## config.mk

```make
export PLATFORM = sky130hd
export DESIGN_NAME = channel_fail_count_config
export DESIGN_NICKNAME = d
export VERILOG_FILES = /design/src/design/fail_count_pkg.sv /design/src/design/channel_fail_count_config.sv
export SDC_FILE = /design/constraint.sdc
export NUM_CORES = 1
export LEC_CHECK = 0
export BUFFER_PORTS_ARGS = -buffer_cell sky130_fd_sc_hd__buf_4
export CORE_UTILIZATION = 60
export DETAILED_ROUTE_END_ITERATION = 8
export GPL_ROUTABILITY_DRIVEN = 0
export PLACE_DENSITY_LB_ADDON = 0.15
export RECOVER_POWER = 100
export SETUP_SLACK_MARGIN = 0.1
export SLEW_MARGIN = 30
export SYNTH_ARGS = -nofsm -noshare
export SYNTH_HDL_FRONTEND = slang
export SYNTH_SLANG_ARGS = --single-unit
```

## constraint.sdc

```tcl
create_clock -name core_clk -period 10.1 [get_ports core_clk]
set_input_delay 2.02 -clock core_clk [delete_from_list [all_inputs] [get_ports core_clk]]
set_output_delay 2.02 -clock core_clk [all_outputs]
set_load 0.01 [all_outputs]
```

## src/design/fail_count_pkg.sv

```systemverilog
// Constants shared by the channel fail counter and configuration block
package fail_count_pkg;
	localparam int unsigned ADDR_W          = 5;
	localparam int unsigned DATA_W          = 16;
	localparam int unsigned COUNT_W         = 32;
	localparam int unsigned HITS_W          = 4;
	// Register offsets
	localparam logic [4:0]  OFS_COUNT_LOW   = 5'h01;
	localparam logic [4:0]  OFS_COUNT_HIGH  = 5'h02;
	localparam logic [4:0]  OFS_STATIC      = 5'h03;
	localparam logic [4:0]  OFS_DYNAMIC     = 5'h04;
	// Static force field positions
	localparam int unsigned STAT_DRV_ON     = 0;
	localparam int unsigned STAT_DRV_OFF    = 1;
	localparam int unsigned STAT_DATA_HIGH  = 2;
	localparam int unsigned STAT_DATA_LOW   = 3;
	localparam int unsigned STAT_W          = 4;
	// Dynamic control field positions
	localparam int unsigned DYN_INC         = 0;
	localparam int unsigned DYN_LJC_EN      = 1;
	localparam int unsigned DYN_FAIL_MASK   = 2;
	localparam int unsigned DYN_ALT_SEL     = 3;
	localparam int unsigned DYN_EDGE_EN     = 4;
	// Reset values
	localparam logic [31:0] COUNT_RST       = 32'h0000_0000;
	localparam logic [15:0] HALF_RST        = 16'h0000;
	localparam logic [3:0]  STAT_RST        = 4'h0;
	localparam logic        DYN_BIT_RST     = 1'b0;
	// Channels that carry the low jitter clock
	localparam int unsigned LJC_CHAN_A      = 2;
	localparam int unsigned LJC_CHAN_B      = 3;
endpackage

```

## src/design/channel_fail_count_config.sv

```systemverilog
// Per-channel fail counter with static force and dynamic control registers
`timescale 1ns/1ns
`default_nettype none

module channel_fail_count_config
	import fail_count_pkg::*;
#(
	parameter int unsigned CHANNEL = 0
) (
	input  wire logic                          core_clk,
	input  wire logic                          rst_n,
	input  wire logic                          clk_en,
	input  wire logic [fail_count_pkg::ADDR_W-1:0] reg_addr,
	input  wire logic [fail_count_pkg::DATA_W-1:0] reg_wdata,
	input  wire logic                          reg_wr,
	input  wire logic                          reg_rd,
	output logic      [fail_count_pkg::DATA_W-1:0] reg_rdata,
	output logic                               reg_rvalid,
	input  wire logic                          pattern_run,
	input  wire logic                          pattern_data,
	input  wire logic                          pattern_enable,
	input  wire logic                          primary_period_clock,
	input  wire logic                          alternate_cycle_clock,
	input  wire logic [fail_count_pkg::HITS_W-1:0] fail_hits,
	input  wire logic [fail_count_pkg::HITS_W-1:0] pattern_fail_mask,
	input  wire logic                          low_jitter_clk,
	output logic                               drive_data_out,
	output logic                               drive_enable_out,
	output logic                               edge_gen_enable,
	output logic                               cycle_clock_select,
	output logic      [fail_count_pkg::HITS_W-1:0] accum_fail
);
	import fail_count_pkg::*;

	typedef struct packed {
		logic [COUNT_W-1:0] count;
		logic [COUNT_W-1:0] snap;
		logic [DATA_W-1:0]  preload_low;
		logic [STAT_W-1:0]  force_bits;
		logic               edge_en;
		logic               alt_sel;
		logic               fail_mask;
		logic               ljc_en;
		logic               inc_pulse;
		logic [DATA_W-1:0]  rdata;
		logic               rvalid;
		logic               drive_data;
		logic               drive_en;
		logic [HITS_W-1:0]  accum;
		logic               run_seen;
		logic               ljc_s1;
		logic               ljc_s2;
	} state_t;

	state_t s_q;
	state_t s_d;

	// Low jitter clock routing only exists on two channels
	localparam logic LJC_PRESENT = (CHANNEL == LJC_CHAN_A) || (CHANNEL == LJC_CHAN_B);

	// Number of set bits in a group of fail hits
	function automatic logic [2:0] hit_count(input logic [HITS_W-1:0] hits);
		logic [2:0] n;
		n = 3'h0;
		for (int i = 0; i < HITS_W; i++) begin
			n = n + {2'h0, hits[i]};
		end
		return n;
	endfunction

	// Access decode
	logic               wr_low;
	logic               wr_high;
	logic               wr_stat;
	logic               wr_dyn;
	logic               rd_low;
	logic               rd_high;
	logic               period_tick;
	logic [HITS_W-1:0]  live_fails;
	logic [COUNT_W-1:0] count_add;

	assign wr_low  = reg_wr && (reg_addr == OFS_COUNT_LOW);
	assign wr_high = reg_wr && (reg_addr == OFS_COUNT_HIGH);
	assign wr_stat = reg_wr && (reg_addr == OFS_STATIC);
	assign wr_dyn  = reg_wr && (reg_addr == OFS_DYNAMIC);
	assign rd_low  = reg_rd && (reg_addr == OFS_COUNT_LOW);
	assign rd_high = reg_rd && (reg_addr == OFS_COUNT_HIGH);

	// Fails are sampled once per selected pattern period
	assign period_tick = s_q.alt_sel ? alternate_cycle_clock : primary_period_clock;
	// Alternate clock mode turns every compare into no action, so no fails land
	assign live_fails  = (period_tick && !s_q.alt_sel && !s_q.fail_mask) ?
		(fail_hits & ~pattern_fail_mask) : '0;
	// Up to four fails per period plus the software increment pulse
	assign count_add   = {29'h0, hit_count(live_fails)} + {31'h0, s_q.inc_pulse};

	// Next-state logic
	always_comb begin
		s_d = s_q;
		s_d.rvalid    = 1'b0;
		s_d.inc_pulse = 1'b0;
		s_d.ljc_s1    = low_jitter_clk;
		s_d.ljc_s2    = s_q.ljc_s1;
		s_d.run_seen  = pattern_run;

		// Counting keeps going during reads; modulo add gives the wrap
		s_d.count = s_q.count + count_add;
		// A high write is the only load path; a fail in the same cycle is lost
		if (wr_high) begin
			s_d.count = {reg_wdata, s_q.preload_low};
		end
		if (wr_low) begin
			s_d.preload_low = reg_wdata;
		end
		if (wr_stat) begin
			s_d.force_bits = reg_wdata[STAT_W-1:0];
		end
		if (wr_dyn) begin
			s_d.edge_en   = reg_wdata[DYN_EDGE_EN];
			s_d.alt_sel   = reg_wdata[DYN_ALT_SEL];
			s_d.fail_mask = reg_wdata[DYN_FAIL_MASK];
			s_d.ljc_en    = reg_wdata[DYN_LJC_EN];
			s_d.inc_pulse = reg_wdata[DYN_INC];
		end

		// Accumulated fail bits restart at each burst start, set wins otherwise
		if (pattern_run && !s_q.run_seen) begin
			s_d.accum = live_fails;
		end else begin
			s_d.accum = s_q.accum | live_fails;
		end

		// Read data, one cycle after the strobe
		if (reg_rd) begin
			s_d.rvalid = 1'b1;
			unique case (reg_addr)
				OFS_COUNT_LOW: begin
					s_d.rdata = s_q.count[DATA_W-1:0];
					s_d.snap  = s_q.count;
				end
				OFS_COUNT_HIGH: s_d.rdata = s_q.snap[COUNT_W-1:DATA_W];
				OFS_STATIC:     s_d.rdata = {12'h000, s_q.force_bits};
				OFS_DYNAMIC:    s_d.rdata = {11'h000, s_q.edge_en, s_q.alt_sel, s_q.fail_mask, s_q.ljc_en, 1'b0};
				default:        s_d.rdata = HALF_RST;
			endcase
		end

		// Drive data: low jitter clock, then burst pattern, then static forces
		if (LJC_PRESENT && s_q.ljc_en) begin
			s_d.drive_data = s_q.ljc_s2;
		end else if (pattern_run) begin
			s_d.drive_data = pattern_data;
		end else if (!s_q.edge_en) begin
			// Both data forces together is the host's fault; low wins here
			if (s_q.force_bits[STAT_DATA_LOW]) begin
				s_d.drive_data = 1'b0;
			end else if (s_q.force_bits[STAT_DATA_HIGH]) begin
				s_d.drive_data = 1'b1;
			end
		end
		// Clock routing only touches data, so the enable forces still apply under it
		if (pattern_run) begin
			s_d.drive_en = pattern_enable;
		end else if (!s_q.edge_en) begin
			// Both enable forces together is the host's fault; off wins here
			if (s_q.force_bits[STAT_DRV_OFF]) begin
				s_d.drive_en = 1'b0;
			end else if (s_q.force_bits[STAT_DRV_ON]) begin
				s_d.drive_en = 1'b1;
			end
		end
	end

	// State register; clock enable freezes everything
	always_ff @(posedge core_clk) begin
		if (!rst_n) begin
			s_q <= '0;
		end else if (clk_en) begin
			s_q <= s_d;
		end
	end

	assign reg_rdata          = s_q.rdata;
	assign reg_rvalid         = s_q.rvalid;
	assign drive_data_out     = s_q.drive_data;
	assign drive_enable_out   = s_q.drive_en;
	assign edge_gen_enable    = s_q.edge_en;
	assign cycle_clock_select = s_q.alt_sel;
	assign accum_fail         = s_q.accum;
endmodule

`default_nettype wire

```

Word level (Yosys, flattened, before mapping) --
Cells that the tools add are included.
Storage, ports and cells: word-level logic and storage cells 62, output and inout bits 25, register bits after elaboration 113, input bits 40
Operators by class: $add $sub $neg 5, bitwise logic cells 3, reductions and logical operators 19, eq/ne operators 5, mux-type cells 15
Operator list (count):
- 16-bit one-hot mux with 4 select lines | 1
- 32-bit by 4-bit adder with 32-bit output | 1
- 32-bit two-way mux | 1
- 1-bit two-way mux | 11
- 5-bit by 2-bit == test with 1-bit output (second input constant) | 2
- 3-bit AND reduction | 3
- 4-bit two-way mux | 2
- 2-bit AND reduction | 4
- 1-bit logical AND | 7
- 3-bit nonzero test | 2
- 5-bit by 1-bit == test with 1-bit output (second input constant) | 1
- 5-bit by 3-bit == test with 1-bit output (second input constant) | 1
- 3-bit by 1-bit adder with 4-bit output | 1
- 4-bit AND | 1
- 4-bit NOT | 1
- 4-bit bitwise OR | 1
- 2-bit by 1-bit adder with 3-bit output | 1
- 3-bit by 1-bit adder with 3-bit output | 1
- 1-bit logical NOT | 3
- 1-bit by 1-bit adder with 2-bit output | 1
- 2-bit != test (second input constant) | 1

Logic depth before layout (Yosys ltp) --
Gate-level depths: netlist (run 1).
depth after elaboration 10, gate-level depth with buffers 14, gate-level depth less buffers 14

Least setup slack after synthesis (run 1) --
No wires, ideal clock.
path type input to register, start point input port primary_period_clock, end point register s_q[109] in the netlist's numbering, setup time 0.079 ns, slack 5.118 ns, path buffers 0, arrival time 4.903 ns, data required time 10.021 ns, cell stages on the path 13, cells stage by stage nand2_1 -> nor3b_1 -> fa_1 -> inv_1 -> fa_1 -> inv_1 -> ha_1 -> fa_1 -> a21oi_1 -> nor4_1 -> nand4_1 -> or2_2 -> o211ai_1
Between the ends: longest elaborated chain between the ends 10
Ends and longest elaborated chain:
- from (decl) | RTL line channel_fail_count_config.sv:22 | input wire logic primary_period_clock,
- 1-bit two-way mux (*) | RTL line channel_fail_count_config.sv:90 | assign period_tick = s_q.alt_sel ? alternate_cycle_clock : primary_period_clock;
- 1-bit logical AND (*) (2 in a row) | RTL line channel_fail_count_config.sv:92 | assign live_fails = (period_tick && !s_q.alt_sel && !s_q.fail_mask) ?
- 4-bit two-way mux (*) | RTL line channel_fail_count_config.sv:92
- 1-bit by 1-bit adder with 2-bit output | RTL line channel_fail_count_config.sv:66 | n = n + {2'h0, hits[i]};
- 2-bit by 1-bit adder with 3-bit output | RTL line channel_fail_count_config.sv:66
- 3-bit by 1-bit adder with 3-bit output (*) | RTL line channel_fail_count_config.sv:66
- 3-bit by 1-bit adder with 4-bit output (*) | RTL line channel_fail_count_config.sv:95 | assign count_add = {29'h0, hit_count(live_fails)} + {31'h0, s_q.inc_pulse};
- 32-bit by 4-bit adder with 32-bit output (*) | RTL line channel_fail_count_config.sv:107 | s_d.count = s_q.count + count_add;
- 32-bit two-way mux (*) | RTL line channel_fail_count_config.sv:109 | if (wr_high) begin
- to (signal assigned) | RTL line channel_fail_count_config.sv:177 | s_q <= '0;
- to (signal assigned) | RTL line channel_fail_count_config.sv:179 | s_q <= s_d;
- to (decl) | RTL line channel_fail_count_config.sv:55 | state_t s_q;
Mark *: on every way between the ends. The rest lies on a longest branch, timed or not. A chain may end at the register's enable or synchronous reset.

Final worst setup path (run 1) --
start point input port clk_en, end point register s_q[76] in the netlist's numbering
Between the ends: longest elaborated chain between the ends 1
Ends and longest elaborated chain:
- from (decl) | RTL line channel_fail_count_config.sv:12 | input wire logic clk_en,
- 3-bit AND reduction (no line)
Every way passes these cells.

==> results of run 1 <==
[registers in the layout, indices dropped and copies added (netlist names)]
register / flops
drive_data_out: 1
s_q: 72
drive_enable_out: 1
reg_rdata: 16
edge_gen_enable: 1
reg_rvalid: 1
accum_fail: 4
cycle_clock_select: 1
[logic make-up after synthesis]
kind of cell               count (synthesis)
buffers and inverters                     75
adders and majority gates                  7
xor gates and xnor gates                   1
muxes                                     30
and+or+nand+nor                          229
DFF                                       97
AOI/OAI and AO/OA                        180
[final cells by class]
class / count / area (sq um)
timing repair buffer: 66 / 375.4
clock inverter: 6 / 65.06
sequential: 97 / 1942
multi-input combinational: 447 / 2739
tap: 105 / 131.4
clock buffer: 10 / 137.6
fill: 763 / 2774
inverter: 14 / 52.55
[critical path, cell delays in order]
cell and delay [ns]:
clkbuf_1 1.70, nand2_1 1.06, nor3_1 1.64, clkbuf_1 0.53, mux2i_1 0.25, nor2_1 0.06
[cell usage after synthesis, types with 6 or more instances]
library cell and count:
dfxtp_1 97, nand2_1 82, nor2_1 61, a21oi_1 49, o21ai_0 36, mux2i_1 28
clkbuf_1 22, buf_4 21, nand3_1 17, a22oi_1 15, a2bb2oi_1 15, nand4_1 15
buf_2 14, inv_1 12, and2_1 10, nor3_1 10, a31oi_1 8, a21o_1 6
[routing by layer]
layer / GRT usage [%] / routed length [um] / vias to the layer above
met5: 0 / 0 / -
met4: 12.69 / 207 / 0
met3: 4.369 / 1113 / 21
met2: 48.97 / 5994 / 238
met1: 45.41 / 6187 / 2212
li1: - / - / 2254
[how the worst min path moves through the flow]
stage,endpoint,slack (ns),cells after the start
floorplan,s_q[41],0.43,2
global placement,s_q[37],0.44,2
detailed placement,s_q[39],0.45,2
CTS,s_q[39],0.46,2
global route,s_q[49],0.49,2
finish,s_q[39],0.46,2
[per-stage QoR]
step	util (%)	setup WS, ns	power, mW	cell area [sq um]	hold WS (ns)
after floorplan	-	5.118	0.4397	5077	0.4332
after global placement	65.13	4.578	0.4640	5351	0.4440
after detailed placement	65.13	4.483	0.4657	5351	0.4471
after CTS	67.60	4.851	0.7216	5554	0.4605
after global routing	66.24	2.599	0.7456	5443	0.4890
final	66.24	3.015	0.7207	5443	0.4603
[power groups by stage]
stage | Combinational [mW] | Sequential (mW) | Clock (mW)
detailed placement | 0.0616 | 0.404 | 0
CTS | 0.0618 | 0.395 | 0.265
global placement | 0.0603 | 0.404 | 0
finish | 0.0606 | 0.396 | 0.265
global route | 0.0674 | 0.396 | 0.282
floorplan | 0.0384 | 0.401 | 0
==> impl_metrics.env, run 1 <==
export IMPL_die_w_um=93.99
export IMPL_max_freq_ghz=0.1411
export IMPL_skew_ns=0.01125
export IMPL_setup_tns_final_ns=0
export IMPL_die_y_um=93.99
export IMPL_synth_warnings=0
export IMPL_instances_no_fill=745
export IMPL_start_kind="input port"
export IMPL_seq_area_frac_synth_pct=38.25
export IMPL_rows=33
export IMPL_num_antenna_cells=0
export IMPL_cts_inserted_buffers=9
export IMPL_grt_start_max_net_pins=56
export IMPL_timing_rr_start="cycle_clock_select"
export IMPL_drive_gt1_share_pct=9.219
export IMPL_async_reset_ff_share_pct=0
export IMPL_clkTransAtPathRegs_ns=0.09
export IMPL_ant_nets=0
export IMPL_cp_arrival_ns=7.26
export IMPL_drt_total_wl_um=13500
export IMPL_status="finished, violations left"
export IMPL_switchingPower_mw=0.1863
export IMPL_synthDominantCellAreaShare_pct=38.25
export IMPL_num_vias=4725
export IMPL_clk_latency_ns=0.37
export IMPL_core_sq_um=8217
export IMPL_synth_top_family_by_area="compound AO/OA/AOI/OAI gates"
export IMPL_reg2reg_depth=14
export IMPL_post_cts_buffers=0
export IMPL_regToRegEndpoint="s_q[109]"
export IMPL_setup_viol=0
export IMPL_area_growth_pct=7.196
export IMPL_switching_share_pct=25.85
export IMPL_min_delay_path_class="reg -> reg"
export IMPL_synth_edf_count=0
export IMPL_dr_pass1_iters=5
export IMPL_syn_area_per_cell_sq_um=8.203
export IMPL_netlist_area_sq_um=5077
export IMPL_drv_slew=141
export IMPL_track_usage_pct=32.05
export IMPL_endpoint="s_q[76]"
export IMPL_synth_fa_ha_area_share_pct=2.169
export IMPL_avgRoutedWirePerCell_um=18.12
export IMPL_synthCells=619
export IMPL_layout_common_cells="dfxtp_1, nand2_1, nor2_1"
export IMPL_grt_pass1_wl_um=21790
export IMPL_dp_hpwl_um=9253
export IMPL_ys_seq_elements=97
export IMPL_clockBufferDepth=2
export IMPL_cp_end_kind="register"
export IMPL_maxCapViolCount=4
export IMPL_power_frac_clock_pct=36.7
export IMPL_initial_core_util_pct=61.79
export IMPL_final_common_cell="dfxtp_1"
export IMPL_first_global_vias=4321
export IMPL_ys_flop_type="dfxtp_1"
export IMPL_cts_root_buffer="clkbuf_8"
export IMPL_rsz0062_at_grt="no"
export IMPL_vias_per_cell=6.342
export IMPL_synth_area_leader_cell="dfxtp_1"
export IMPL_cp_required_ns=10.28
export IMPL_slew_headroom_pct=-62.85
export IMPL_worstHoldStart="s_q[39]"
export IMPL_io_pins=65
export IMPL_path_max_fanout=55
export IMPL_synth_cell_types=64
export IMPL_power_leakage_nw=1.847
export IMPL_violations="capacitance limit, slew limit"
export IMPL_finalHoldViolCount=0
export IMPL_drc=0
export IMPL_combPwrFrac_pct=8.4
export IMPL_critPathKind="in -> reg"
export IMPL_antenna_found_initial=0
export IMPL_placed_cells=728
export IMPL_fin_crit_ns=7.085
export IMPL_cts_hold_buf=0
export IMPL_post_cts_resized=0
export IMPL_synth_xor_area_share_pct=0.1725
export IMPL_clock_sinks=97
export IMPL_synth_area_mux_share_pct=5.964
export IMPL_cts_tree="yes"
export IMPL_synthTopCellsByArea="dfxtp_1, nand2_1, mux2i_1"
export IMPL_grt_overflow=0
export IMPL_powerDensity_nw_per_um2=132.4
export IMPL_portBuffers=62
export IMPL_fin_nets=682
export IMPL_tightest_slew_ns=2.443
export IMPL_dieArea_sq_um=8834
export IMPL_synth_compound_area_share_pct=23.80
export IMPL_startpoint="clk_en"
export IMPL_reg2reg_slack_ns=5.91
export IMPL_seq_power_share_pct=54.9
export IMPL_cell_internal_pwr_mw=0.5344
export IMPL_synth_nets=666
export IMPL_htree_levels=3
export IMPL_vdd_drop_max_mv=0.07883
export IMPL_yosys_area_share_simple_pct=21.81
export IMPL_drt_iter0_drc=474
export IMPL_period_share_pct=70.15
No activity file was read; power rests on OpenSTA's default activity.
==> run 2: changes to the inputs <==
--- a/config.mk
+++ b/config.mk
@@ -6,7 +6,7 @@
 export NUM_CORES = 1
 export LEC_CHECK = 0
 export BUFFER_PORTS_ARGS = -buffer_cell sky130_fd_sc_hd__buf_4
-export CORE_UTILIZATION = 60
+export CORE_UTILIZATION = 58
 export DETAILED_ROUTE_END_ITERATION = 8
 export GPL_ROUTABILITY_DRIVEN = 0
 export PLACE_DENSITY_LB_ADDON = 0.15
==> constraint.sdc (replaced) <==
create_clock -name core_clk -period 6.6 [get_ports core_clk]
set_input_delay 1.32 -clock core_clk [delete_from_list [all_inputs] [get_ports core_clk]]
set_output_delay 1.32 -clock core_clk [all_outputs]
set_load 0.01 [all_outputs]
==> impl_metrics.env, run 2 (synthesis gave the netlist of run 1 again) <==
export IMPL_post_cts_resized=0
export IMPL_htree_levels=3
export IMPL_drt_total_wl_um=13700
export IMPL_power_leakage_nw=1.856
export IMPL_skew_ns=0.01416
export IMPL_num_antenna_cells=0
export IMPL_top_register="s_q"
export IMPL_grt_overflow=0
export IMPL_cts_root_buffer="clkbuf_8"
export IMPL_violations="capacitance limit, slew limit"
export IMPL_io_pins=65
export IMPL_cp_end_kind="register"
export IMPL_dr_pass1_iters=6
export IMPL_grt_pass1_wl_um=21840
export IMPL_max_freq_ghz=0.2079
export IMPL_clkTransAtPathRegs_ns=0.10
export IMPL_drc=0
export IMPL_finalHoldViolCount=0
export IMPL_powerDensity_nw_per_um2=209.9
export IMPL_cts_inserted_buffers=9
export IMPL_drive_gt1_share_pct=8.764
export IMPL_dp_hpwl_um=9298
export IMPL_rows=33
export IMPL_start_kind="input port"
export IMPL_antenna_found_initial=0
export IMPL_tightest_slew_ns=2.502
export IMPL_drv_slew=102
export IMPL_total_power_mw=1.138
export IMPL_maxCapViolCount=4
export IMPL_clk_latency_ns=0.37
export IMPL_avgRoutedWirePerCell_um=18.42
export IMPL_critPathKind="in -> reg"
export IMPL_setup_tns_final_ns=0
export IMPL_status="finished, violations left"
export IMPL_first_global_vias=4256
export IMPL_slew_headroom_pct=-68.93
export IMPL_fin_nets=681
export IMPL_dieArea_sq_um=9133
export IMPL_fin_crit_ns=4.811
export IMPL_final_common_cell="dfxtp_1"
export IMPL_die_w_um=95.57
export IMPL_cts_tree="yes"
export IMPL_largest_register_ffs=72
export IMPL_track_usage_pct=31.51
export IMPL_drt_iter0_drc=493
export IMPL_min_delay_path_class="reg -> reg"
export IMPL_num_vias=4803
export IMPL_cp_required_ns=6.91
export IMPL_cp_arrival_ns=5.12
export IMPL_path_max_fanout=18
export IMPL_portBuffers=62
export IMPL_ant_nets=0
export IMPL_cts_hold_buf=0
export IMPL_grt_start_max_net_pins=56
export IMPL_setup_viol=0
export IMPL_period_share_pct=72.89
export IMPL_initial_core_util_pct=60.88
export IMPL_post_cts_buffers=0
export IMPL_vias_per_cell=6.456
export IMPL_die_y_um=95.57
export IMPL_rsz0062_at_grt="no"
export IMPL_layout_common_cells="dfxtp_1, nand2_1, nor2_1"
export IMPL_n_fill_cell=763
export IMPL_vdd_drop_max_mv=0.1117
export IMPL_clockBufferDepth=2
export IMPL_clock_sinks=97
export IMPL_area_growth_pct=6.752
export IMPL_core_sq_um=8341
export IMPL_holdWs_ns=0.4621
run 2: final timing paths:
kind	startpoint	to	slack, ns	cells after the start
worst max register to register	cycle_clock_select	s_q[109]	2.40	14
worst max-delay path	reg_addr[4]	reg_rdata[6]	1.79	6
worst min-delay path	s_q[37]	s_q[37]	0.46	2
worst min register to register	s_q[37]	s_q[37]	0.46	2
run 2: cell type report:
type,count,area [sq um],share of cell area [%]
repair buffers,65,375.4,6.925
flip-flops and latches,97,1942,35.83
well taps,105,131.4,2.424
clock inverters,7,98.84,1.824
multi-input cells,447,2696,49.75
inverters,14,52.55,0.9695
clock buffers,9,123.9,2.285
run 2: routing by layer:
layer	routed length (um)	vias to the layer above	GRT usage, %	part of all wire [%]
li1	-	2257	-	-
met5	0	-	0	0
met1	6159	2267	44.75	45
met4	281	0	11.07	2.1
met3	1166	22	4.705	8.5
met2	6093	257	48.45	44
run 2: per-stage QoR:
stage	instances	util, %	worst slack, ns	area (sq um)
2_1_floorplan	619	-	2.318	5077
3_3_place_gp	727	64.07	1.811	5344
3_5_place_dp	727	64.07	1.644	5344
4_1_cts	743	66.74	1.983	5567
5_1_grt	744	64.99	1.535	5420
6_report	744	64.99	1.789	5420
run 2: critical path, stage by stage:
cell and delay [ns]:
clkbuf_1 0.11, nor4_1 1.35, and2_0 0.91, o311ai_0 0.89
o21ai_0 0.38, and2_0 0.16
run 2: power breakdown:
part / internal, mW / switching (mW) / total, mW
Sequential: 0.594 / 0.0116 / 0.605
Combinational: 0.0364 / 0.0556 / 0.0920
Clock: 0.217 / 0.223 / 0.440
Total: 0.847 / 0.290 / 1.14
